`src/hdl/ciss_map.vh`:
```
// Constants for the interrupt source selector: addresses, field layout, resets.
// Assumes it is included by bare name from every design file that needs it.
`ifndef CISS_MAP_VH
`define CISS_MAP_VH

// Byte addresses of the two selector registers.
`define CISS_ADDR_SEL_HIGH 32'h019C0000
`define CISS_ADDR_SEL_LOW 32'h019C0004
// Byte addresses of the support registers beside them.
`define CISS_ADDR_PIN_CTRL 32'h019C0008
`define CISS_ADDR_GLOBAL 32'h019C000C
`define CISS_ADDR_STATUS 32'h019C0010
`define CISS_ADDR_MASK 32'h019C0014

// Reset values of the selector registers.
`define CISS_SEL_LOW_RESET 32'h250718A4
`define CISS_SEL_HIGH_RESET 32'h08202D43
// Bits that belong to one of the six 5-bit fields.
`define CISS_SEL_FIELD_MASK 32'h7FFF7FFF

// Width and low bit of each selector field within its register.
`define CISS_FW 5
`define CISS_F0_LSB 0
`define CISS_F1_LSB 5
`define CISS_F2_LSB 10
`define CISS_F3_LSB 16
`define CISS_F4_LSB 21
`define CISS_F5_LSB 26

// Number of lines, of programmable lines, and of selector codes.
`define CISS_NUM_LINES 16
`define CISS_NUM_PROG 12
`define CISS_FIRST_PROG 4
`define CISS_NUM_CODES 32
// Codes 17 to 21 and 24 to 27 route to no event.
`define CISS_RSVD_CODES 32'h0F3E0000

// Pin control register: polarity in [3:0], module control in [7:4].
`define CISS_POL_LSB 0
`define CISS_GPC_LSB 4
`define CISS_NUM_PINS 4
// Global enable register: enable in bit 0, saved enable in bit 1.
`define CISS_GLOB_EN_BIT 0
`define CISS_SAVED_EN_BIT 1

`endif

```
`src/hdl/ciss_top.v`:
```
// Interrupt source selector top: APB registers, routing and core lines.
// Assumes a zero-wait APB master on mclk and events synchronous to mclk.
//
// Summary of operation
// RQ1: Sixteen core lines, zero highest, fifteen lowest.
// RQ2: Lines zero to three fixed, unmaskable, unselectable.
// RQ3: Lines four to fifteen maskable, independently selectable.
// RQ4: Selector fields reset to the default codes.
// RQ5: Six 5-bit fields per selector register.
// RQ6: High register first address, low next.
// RQ7: Codes zero to eleven route core events.
// RQ8: Higher codes route serial, pin, bus, audio.
// RQ9: Pin events are edges of chosen polarity.
// RQ10: Software enables pins as inputs beforehand.
// RQ11: Pin module may drive pin events directly.
// RQ12: Global enable gates maskable lines, saved when taken.
// RQ13: Reserved codes connect the line to nothing.
// RQ14: Bits outside fields read zero, ignore writes.
//
// Implementation choice: the APB slave port.
`include "ciss_map.vh"

module ciss_top (
	mclk,
	sys_rst,
	psel,
	penable,
	pwrite,
	paddr,
	pwdata,
	prdata,
	pready,
	pslverr,
	reset_event,
	nmi_event,
	host_port_event,
	timer0_event,
	timer1_event,
	external_memory_event,
	pin_level,
	pin_enable_field,
	pin_direction_field,
	gpio_pin_event,
	pin_event_0,
	dma_completion_event,
	emulation_event_a,
	emulation_receive_event,
	emulation_transmit_event,
	serial0_transmit_event,
	serial0_receive_event,
	serial1_transmit_event,
	serial1_receive_event,
	i2c_controller0_event,
	i2c_controller1_event,
	audio0_transmit_event,
	audio0_receive_event,
	audio1_transmit_event,
	audio1_receive_event,
	int_taken,
	int_return,
	cpu_int_line,
	global_enable_bit,
	saved_global_enable_bit,
	irq_out
);
	// Clock and synchronous reset.
	input wire mclk;
	input wire sys_rst;
	// APB slave port.
	input wire psel;
	input wire penable;
	input wire pwrite;
	input wire [31:0] paddr;
	input wire [31:0] pwdata;
	output wire [31:0] prdata;
	output wire pready;
	output wire pslverr;
	// Fixed sources for lines zero and one.
	input wire reset_event;
	input wire nmi_event;
	// Selectable peripheral events.
	input wire host_port_event;
	input wire timer0_event;
	input wire timer1_event;
	input wire external_memory_event;
	// Levels of the four pins behind pin events 4 to 7.
	input wire [3:0] pin_level;
	// Pin enable bits, one per pin, from the pin module.
	input wire [3:0] pin_enable_field;
	// Pin direction bits, one means output.
	input wire [3:0] pin_direction_field;
	// Events made by the pin module itself for pins 4 to 7.
	input wire [3:0] gpio_pin_event;
	// Remaining selectable events, each active high with one code apiece.
	input wire pin_event_0;
	input wire dma_completion_event;
	input wire emulation_event_a;
	input wire emulation_receive_event;
	input wire emulation_transmit_event;
	input wire serial0_transmit_event;
	input wire serial0_receive_event;
	input wire serial1_transmit_event;
	input wire serial1_receive_event;
	input wire i2c_controller0_event;
	input wire i2c_controller1_event;
	input wire audio0_transmit_event;
	input wire audio0_receive_event;
	input wire audio1_transmit_event;
	input wire audio1_receive_event;
	// Core handshakes: an interrupt was taken, or its handler returned.
	input wire int_taken;
	input wire int_return;
	// Lines to the core, bit 0 highest priority.
	output wire [15:0] cpu_int_line;
	// Global enable state as seen by the core.
	output wire global_enable_bit;
	output wire saved_global_enable_bit;
	// Summary interrupt of the sticky status bits.
	output wire irq_out;

	// Selector registers.
	reg [31:0] sel_high_q;
	reg [31:0] sel_low_q;
	// Pin polarity and pin module control bits.
	reg [3:0] polarity_q;
	reg [3:0] gpio_ctrl_q;
	// Global enable and its saved copy; both clear at reset, so no
	// maskable line can reach the core before software opens it.
	reg glob_en_q;
	reg saved_en_q;
	// Sticky status and mask for lines 4 to 15.
	reg [11:0] status_q;
	reg [11:0] mask_q;
	// Read data held for the access phase.
	reg [31:0] prdata_q;
	reg [31:0] rdata_d;
	// Lines presented to the core.
	reg [15:0] line_q;

	// Bus phases.
	wire setup_ph = psel & ~penable;
	wire access_ph = psel & penable;
	wire wr_en = access_ph & pwrite;

	// Address decode; every register is one aligned word.
	wire hit_high = (paddr == `CISS_ADDR_SEL_HIGH); // RQ6
	wire hit_low = (paddr == `CISS_ADDR_SEL_LOW); // RQ6
	wire hit_pin = (paddr == `CISS_ADDR_PIN_CTRL);
	wire hit_glob = (paddr == `CISS_ADDR_GLOBAL);
	wire hit_stat = (paddr == `CISS_ADDR_STATUS);
	wire hit_mask = (paddr == `CISS_ADDR_MASK);
	wire mapped = hit_high | hit_low | hit_pin | hit_glob | hit_stat | hit_mask;

	// Every access finishes in its first access cycle.
	assign pready = 1'b1;
	// An unmapped address is refused with an error and reads as zero.
	// A write to such an address changes no register.
	assign pslverr = access_ph & ~mapped;
	assign prdata = prdata_q;

	// Flattened selector fields, line 4 in the lowest five bits.
	// Bits 15 and 31 of each register belong to no field and are dropped.
	wire [59:0] sel_flat = {
		sel_high_q[`CISS_F5_LSB +: `CISS_FW],
		sel_high_q[`CISS_F4_LSB +: `CISS_FW],
		sel_high_q[`CISS_F3_LSB +: `CISS_FW],
		sel_high_q[`CISS_F2_LSB +: `CISS_FW],
		sel_high_q[`CISS_F1_LSB +: `CISS_FW],
		sel_high_q[`CISS_F0_LSB +: `CISS_FW],
		sel_low_q[`CISS_F5_LSB +: `CISS_FW],
		sel_low_q[`CISS_F4_LSB +: `CISS_FW],
		sel_low_q[`CISS_F3_LSB +: `CISS_FW],
		sel_low_q[`CISS_F2_LSB +: `CISS_FW],
		sel_low_q[`CISS_F1_LSB +: `CISS_FW],
		sel_low_q[`CISS_F0_LSB +: `CISS_FW]}; // RQ5

	// Pin qualification is only a safety net; software is still expected
	// to enable the pins and make them inputs before relying on them.
	wire [3:0] pin_qualify = pin_enable_field & ~pin_direction_field; // RQ10
	wire [3:0] edge_pulse;

	// Edge detection for the four external pins.
	ciss_pin_edge u_edge (
		.mclk(mclk),
		.sys_rst(sys_rst),
		.pin_level(pin_level),
		.polarity(polarity_q),
		.pin_qualify(pin_qualify),
		.edge_pulse(edge_pulse)
	);

	// Each pin either uses the local edge logic or the pin module's event.
	wire [3:0] pin_src = (gpio_ctrl_q & gpio_pin_event) |
		(~gpio_ctrl_q & edge_pulse); // RQ11

	// Event vector indexed by selector code.
	// Reserved codes are tied low here and masked once more in the router.
	wire [31:0] event_vec = {
		audio1_receive_event,
		audio1_transmit_event,
		audio0_receive_event,
		audio0_transmit_event,
		4'h0,
		i2c_controller1_event,
		i2c_controller0_event,
		5'h00,
		pin_event_0,
		serial1_receive_event,
		serial1_transmit_event,
		serial0_receive_event,
		serial0_transmit_event, // RQ8
		emulation_transmit_event,
		emulation_receive_event,
		emulation_event_a,
		dma_completion_event,
		pin_src,
		external_memory_event,
		timer1_event,
		timer0_event,
		host_port_event}; // RQ7

	// Routed level of each programmable line, before global gating.
	wire [11:0] routed;

	ciss_route u_route (
		.mclk(mclk),
		.sys_rst(sys_rst),
		.event_vec(event_vec),
		.sel_flat(sel_flat),
		.line_out(routed)
	);

	// Selector registers take only bits inside the defined fields.
	always @(posedge mclk) begin
		if (sys_rst) begin
			sel_high_q <= `CISS_SEL_HIGH_RESET; // RQ4
			sel_low_q <= `CISS_SEL_LOW_RESET; // RQ4
		end else if (wr_en) begin
			if (hit_high) begin
				sel_high_q <= pwdata & `CISS_SEL_FIELD_MASK; // RQ14
			end
			if (hit_low) begin
				sel_low_q <= pwdata & `CISS_SEL_FIELD_MASK; // RQ14
			end
		end
	end

	// Pin control register: polarity and pin module control.
	always @(posedge mclk) begin
		if (sys_rst) begin
			polarity_q <= 4'h0;
			gpio_ctrl_q <= 4'h0;
		end else if (wr_en & hit_pin) begin
			polarity_q <= pwdata[`CISS_POL_LSB +: 4]; // RQ9
			gpio_ctrl_q <= pwdata[`CISS_GPC_LSB +: 4]; // RQ11
		end
	end

	// Global enable. Taking an interrupt wins over a bus write in the
	// same cycle, because the core must not lose the nesting state.
	always @(posedge mclk) begin
		if (sys_rst) begin
			glob_en_q <= 1'b0; // RQ12
			saved_en_q <= 1'b0;
		end else if (int_taken) begin
			saved_en_q <= glob_en_q; // RQ12
			glob_en_q <= 1'b0;
		end else if (int_return) begin
			// Return restores the enable saved when the interrupt was taken.
			glob_en_q <= saved_en_q;
		end else if (wr_en & hit_glob) begin
			// Software may load both bits, for instance to unwind nesting.
			glob_en_q <= pwdata[`CISS_GLOB_EN_BIT];
			saved_en_q <= pwdata[`CISS_SAVED_EN_BIT];
		end
	end

	// Sticky status: a routed line sets its bit; writing one clears it.
	// A set in the clearing cycle wins, so no event is lost.
	always @(posedge mclk) begin
		if (sys_rst) begin
			status_q <= 12'h000;
		end else if (wr_en & hit_stat) begin
			status_q <= (status_q & ~pwdata[`CISS_FIRST_PROG +: 12]) | routed;
		end else begin
			status_q <= status_q | routed;
		end
	end

	// Mask register uses the same layout as the status register.
	always @(posedge mclk) begin
		if (sys_rst) begin
			mask_q <= 12'h000;
		end else if (wr_en & hit_mask) begin
			mask_q <= pwdata[`CISS_FIRST_PROG +: 12];
		end
	end

	// Read multiplexer; unused bits read as zero.
	always @* begin
		rdata_d = 32'h00000000;
		if (hit_high) begin
			rdata_d = sel_high_q;
		end else if (hit_low) begin
			rdata_d = sel_low_q;
		end else if (hit_pin) begin
			rdata_d = {24'h000000, gpio_ctrl_q, polarity_q};
		end else if (hit_glob) begin
			rdata_d = {30'h00000000, saved_en_q, glob_en_q};
		end else if (hit_stat) begin
			// Line 4 sits at bit 4, so a bit number is its line number.
			rdata_d = {16'h0000, status_q, 4'h0};
		end else if (hit_mask) begin
			rdata_d = {16'h0000, mask_q, 4'h0};
		end
	end

	// Read data is captured in the setup cycle and held through access.
	always @(posedge mclk) begin
		if (sys_rst) begin
			prdata_q <= 32'h00000000;
		end else if (setup_ph & ~pwrite) begin
			prdata_q <= rdata_d;
		end
	end

	// Core lines: reset and NMI pass ungated, two reserved lines stay low,
	// and the twelve maskable lines are gated by the global enable.
	always @(posedge mclk) begin
		if (sys_rst) begin
			line_q <= 16'h0000;
		end else begin
			// Reset and NMI bypass the enable: the core must always see them.
			line_q[0] <= reset_event; // RQ1
			line_q[1] <= nmi_event; // RQ2
			line_q[3:2] <= 2'h0; // RQ2
			line_q[15:4] <= routed & {12{glob_en_q}}; // RQ12
		end
	end

	assign cpu_int_line = line_q;
	// The core reads both enable bits straight from their flops.
	assign global_enable_bit = glob_en_q;
	assign saved_global_enable_bit = saved_en_q;
	// Level interrupt while any unmasked status bit is set.
	// Masking affects only this output; status still records every event.
	assign irq_out = |(status_q & mask_q);
endmodule // ciss_top

```
`src/hdl/ciss_pin_edge.v`:
```
// Edge detector for the four external pins that feed pin events 4 to 7.
// Assumes pin levels are already synchronous to mclk.
`include "ciss_map.vh"

module ciss_pin_edge (
	mclk,
	sys_rst,
	pin_level,
	polarity,
	pin_qualify,
	edge_pulse
);
	input wire mclk;
	input wire sys_rst;
	input wire [3:0] pin_level;
	input wire [3:0] polarity;
	input wire [3:0] pin_qualify;
	output reg [3:0] edge_pulse;

	// Previous level of each pin.
	reg [3:0] last_q;

	genvar i;
	generate
		for (i = 0; i < `CISS_NUM_PINS; i = i + 1) begin : g_pin
			// Polarity 0 picks the rising edge, 1 the falling edge.
			// A pin not enabled as an input never raises an event.
			always @(posedge mclk) begin
				if (sys_rst) begin
					// Start from the present level, so a pin that idles high
					// gives no false edge right after reset.
					last_q[i] <= pin_level[i];
					edge_pulse[i] <= 1'b0;
				end else begin
					last_q[i] <= pin_level[i];
					edge_pulse[i] <= pin_qualify[i] & (polarity[i] ?
						(last_q[i] & ~pin_level[i]) :
						(~last_q[i] & pin_level[i])); // RQ9
				end
			end
		end
	endgenerate
endmodule // ciss_pin_edge

```
`src/hdl/ciss_route.v`:
```
// Per-line event router: each programmable line picks one of 32 events.
// Assumes events are levels or pulses synchronous to mclk.
`include "ciss_map.vh"

module ciss_route (
	mclk,
	sys_rst,
	event_vec,
	sel_flat,
	line_out
);
	input wire mclk;
	input wire sys_rst;
	input wire [31:0] event_vec;
	input wire [59:0] sel_flat;
	output reg [11:0] line_out;

	// Reserved codes are forced off so a stray input can never leak through.
	wire [31:0] legal_vec = event_vec & ~`CISS_RSVD_CODES; // RQ13

	genvar i;
	generate
		for (i = 0; i < `CISS_NUM_PROG; i = i + 1) begin : g_line
			// Each line indexes the event vector with its own field.
			always @(posedge mclk) begin
				if (sys_rst) begin
					line_out[i] <= 1'b0;
				end else begin
					line_out[i] <= legal_vec[sel_flat[i*5 +: 5]]; // RQ3
				end
			end
		end
	endgenerate
endmodule // ciss_route

```
`config.mk`:
```
export PLATFORM = sky130hd
export DESIGN_NAME = ciss_top
export DESIGN_NICKNAME = d
export VERILOG_FILES = /design/src/hdl/ciss_top.v /design/src/hdl/ciss_pin_edge.v /design/src/hdl/ciss_route.v
export VERILOG_INCLUDE_DIRS = /design/src /design/src/hdl
export SDC_FILE = /design/constraint.sdc
export NUM_CORES = 1
export LEC_CHECK = 0
export ABC_CLOCK_PERIOD_IN_PS = 3300
export BUFFER_PORTS_ARGS = -buffer_cell sky130_fd_sc_hd__buf_4
export CORE_ASPECT_RATIO = 1.1
export CORE_MARGIN = 4
export CORE_UTILIZATION = 50
export CTS_CLUSTER_SIZE = 16
export DETAILED_ROUTE_END_ITERATION = 6
export PLACE_DENSITY_LB_ADDON = 0.2
export SYNTH_ARGS = -nofsm -noshare
export SYNTH_HDL_FRONTEND = slang
export SYNTH_HIERARCHICAL = 1
export SYNTH_SLANG_ARGS = --single-unit
```
`constraint.sdc`:
```
create_clock -name mclk -period 3.3 [get_ports mclk]
set_input_delay 0.66 -clock mclk [delete_from_list [all_inputs] [get_ports mclk]]
set_output_delay 0.66 -clock mclk [all_outputs]
set_load 0.1 [all_outputs]
```
==> impl_summary.txt <==
----------------------------------------------------
[Outcome]
  Status ... finished clean

[Detailed routing]
  Per-cell via count in the routed design ... 6.46
  Vias after detailed routing ... 8701
  Average wire per standard cell ... 22.2 um
  Violation count after the first detailed-routing iteration ... 933
  DRC violations left ... 0
  Number of routed nets with antenna violations ... 0
  Number of detailed-route iterations in the first pass ... 5
  Total Routed Length ... 29900 um

[Setup path]
  Critical-path maximum fanout ... 4
  Data required time of the critical path ... 2640 ps
  Startpoint class of the critical path ... primary input
  Crit-path leading delay family ... simple AND/OR/NAND/NOR gates
  Data arrival time of the worst path ... 2040 ps
  Kind of end point of the critical path ... output pin
  Slowest stage cell on the critical path ... nor3_1
  Buffers and inverters on the worst path ... 2
  CP cell instances ... buf_4 -> nor3_1 -> nand2_1 -> o311a_1 -> buf_4
  Critical path class ... primary input to output pin
  Critical Path Max Stage Delay ... 400 ps
  Dominant cell type by count on the critical path ... buf_4

[Synthesis]
  Synth top area share ... 34.6%
  Most used flip-flop cell after synthesis ... dfxtp_1
  Synthesis Warnings ... 6
  Most area-hungry cell type in the Yosys netlist ... dfxtp_1
  Dominant cells by area after synthesis ... dfxtp_1, mux4_2, mux2i_1, nand2_1, nand3b_1
  Share of synthesized registers carrying an async set or reset ... 0%
  Most instantiated library cell after synthesis ... dfxtp_1
  Most used standard cells in the synthesized netlist ... dfxtp_1, nand2_1, mux2i_1, nor2_1, a21oi_1
  Gate count of the mapped netlist ... 996
  Post-synthesis sequential element count ... 159
  Cell area after synthesis ... 9190 um^2
  Number of enable-type register cells in the synthesized netlist ... 0
  Average cell area after synthesis ... 9.22 um^2
  Sequential fraction of the synthesis area ... 34.6%
  Unique cell type count in the Yosys netlist ... 68

[STA]
  Final worst-path cycle share ... 81.8%
  Max Clock Skew ... 9.56 ps
  Clock period minus final worst setup slack ... 2700 ps
  Worst slew margin relative to its limit ... 48.5%
  Final setup violating endpoints ... 0
  Max Clk Rate ... 371 MHz
  Transition time at the pin with the least slew margin ... 773 ps
  Number of hold-slack violations in the final timing report ... 0
  RSZ-0062 raised after global routing ... no
  Number of max-slew violations in the final report ... 0
  Total Negative Setup Slacks ... 0 ps

[Clocking]
  Number of setup buffers added after CTS ... 0
  CTS max path bufs ... 2
  CTS tree ... yes
  Number of H-tree levels ... 4
  Root buffer cell ... clkbuf_16
  Quantity of gates resized following cts ... 0
  Hold buffer count at CTS ... 0
  Number of buffers created by CTS ... 17
  Total clock sinks ... 159
  Worst-path clk slew ... 70 ps
  Worst skew pair latency ... 440 ps

[Global route]
  Global-route wire length before repair ... 46200 um
  GRT Overall Usage ... 28.9%
  Vias in the first global route ... 8189
  Pin count of the biggest net entering global routing ... 59
  Global-route congestion overflow total ... 0
  Initial antenna violation count ... 0

[Final layout]
  Post-layout util ... 61.5%
  Synthesis-to-layout area growth ... 19.7%
  Antenna diode count ... 0
  Filler instances ... 1612
  Share of layout cells above drive strength 1 ... 26.7%
  NumNets Final ... 1204

[Floorplan]
  Area of the die ... 20600 um^2
  Core Rows ... 51
  Std-Cell Core Area ... 17900 um^2
  Die Width ... 137 um
  Ports ... 161
  Initial Utilization ... 51.4%
  Height of the die ... 150 um

[Hold path]
  Type of the tightest min-delay check ... primary input to flop

[Pwr]
  Max rail drop VDD ... 0.340 mV
  Leakage Power ... 4.09 nW
  Total power density per cell area ... 407 nW/um^2

[Placed design]
  Sum of net half-perimeters after detailed placement ... 20700 um
  Final GP Congestion ... 0.891
  Count of buffers from port buffering ... 155

[Run]
  Max-capacitance violation count ... 0

----------------------------------------------------
cells by family (layout without fill, tap and decap cells):
family / Yosys count / in the layout / share of synthesized area (%)
flip-flops: 159 / 159 / 34.6
AND/OR/NAND/NOR: 410 / 410 / 24.6
other: 2 / 4 / 0.0818
multiplexers: 116 / 116 / 19.1
AO/OA/AOI/OAI: 202 / 202 / 16.2
buffers and inverters: 107 / 218 / 5.41
path summary, 6_finish.rpt:
kind | slack [ps] | cells past startpoint | startpoint | endpoint
max | 600 | 5 | paddr[5] | pslverr
min | 340 | 1 | pin_level[3] | u_edge/last_q[3]$_DFF_P_
max reg2reg | 1140 | 5 | gpio_ctrl_q[0]$_SDFFE_PP0P_ | u_route/line_out[6]$_SDFF_PP0_
min reg2reg | 460 | 1 | u_route/line_out[9]$_SDFF_PP0_ | cpu_int_line[13]$_SDFF_PP0_
layout by cell type, fill, tap and decap left out, types with 5 or more instances in the layout:
master     instances
nand3b_1          40
a22o_1            20
a211oi_1           5
a221oi_1           9
mux4_2            46
o211ai_1           8
nand3_1           23
buf_4            173
o21ba_2           12
inv_1             13
mux2_2            12
a221o_1            5
mux2i_1           58
nor2b_1           13
dfxtp_1          159
nand2b_1           7
and2_1            14
clkbuf_16         17
nor4_1            21
nand4_1           13
a22oi_1           19
nor3_1             8
nor4b_1           10
or3b_1            10
nor4_2             6
o22ai_1            5
nand2_1          151
and3b_1            6
o21ai_0            8
a21oi_1           55
a311oi_1          11
nor2_1            58
a21boi_0           9
a31oi_1            6
per-layer routing:
layer	part of all wire [%]	routed length [um]	global-route usage, %	vias to the layer above
li1	-	-	-	3932
met1	40	11900	38.5	4212
met2	48	14400	47.1	485
met3	9.2	2750	5.95	72
met4	2.8	822	9.18	0
met5	0	0	0	-
flip-flops by register name (all words and copies together) (netlist names):
signal,flops
mask_q,12
polarity_q,4
saved_global_enable_bit,1
cpu_int_line,14
u_edge/edge_pulse,4
prdata,31
sel_low_q,30
u_edge/last_q,4
sel_high_q,30
u_route/line_out,12
global_enable_bit,1
gpio_ctrl_q,4
status_q,12
cell type report:
class | instances | area (um^2) | area share [%]
multi-input combinational | 732 | 5540 | 50.4
timing repair buffer | 173 | 1300 | 11.8
tap | 238 | 298 | 2.71
inverter | 13 | 48.8 | 0.444
clock buffer | 17 | 425 | 3.87
clock inverter | 15 | 196 | 1.79
sequential | 159 | 3180 | 29.0
metrics by stage:
step                hold WS (ps)  power [mW]  area [um^2]  setup slack [ps]  cells
floorplan                    431        2.25         9190               410    998
global placement             441        2.44        10400               570   1315
detailed placement           444        2.45        10400               528   1315
CTS                          322        4.48        11000               593   1347
global route                 321        4.59        11000               457   1347
finish                       339        4.47        11000               602   1347
where the power goes:
group	total [mW]	leakage, nW	switching, mW	internal, mW
sequential	1.96	1.29	0.0172	1.94
combinational	0.456	2.50	0.267	0.189
clock	2.06	0.298	0.899	1.16
total	4.47	4.09	1.18	3.29
worst register-to-register path: cells and delay by family, from the launching register on:
family	cells	cell delay (ps)
simple gates	2	450
compound gates	1	210
mux	2	960
flops	1	370
(Power assumes the default switching activity.)
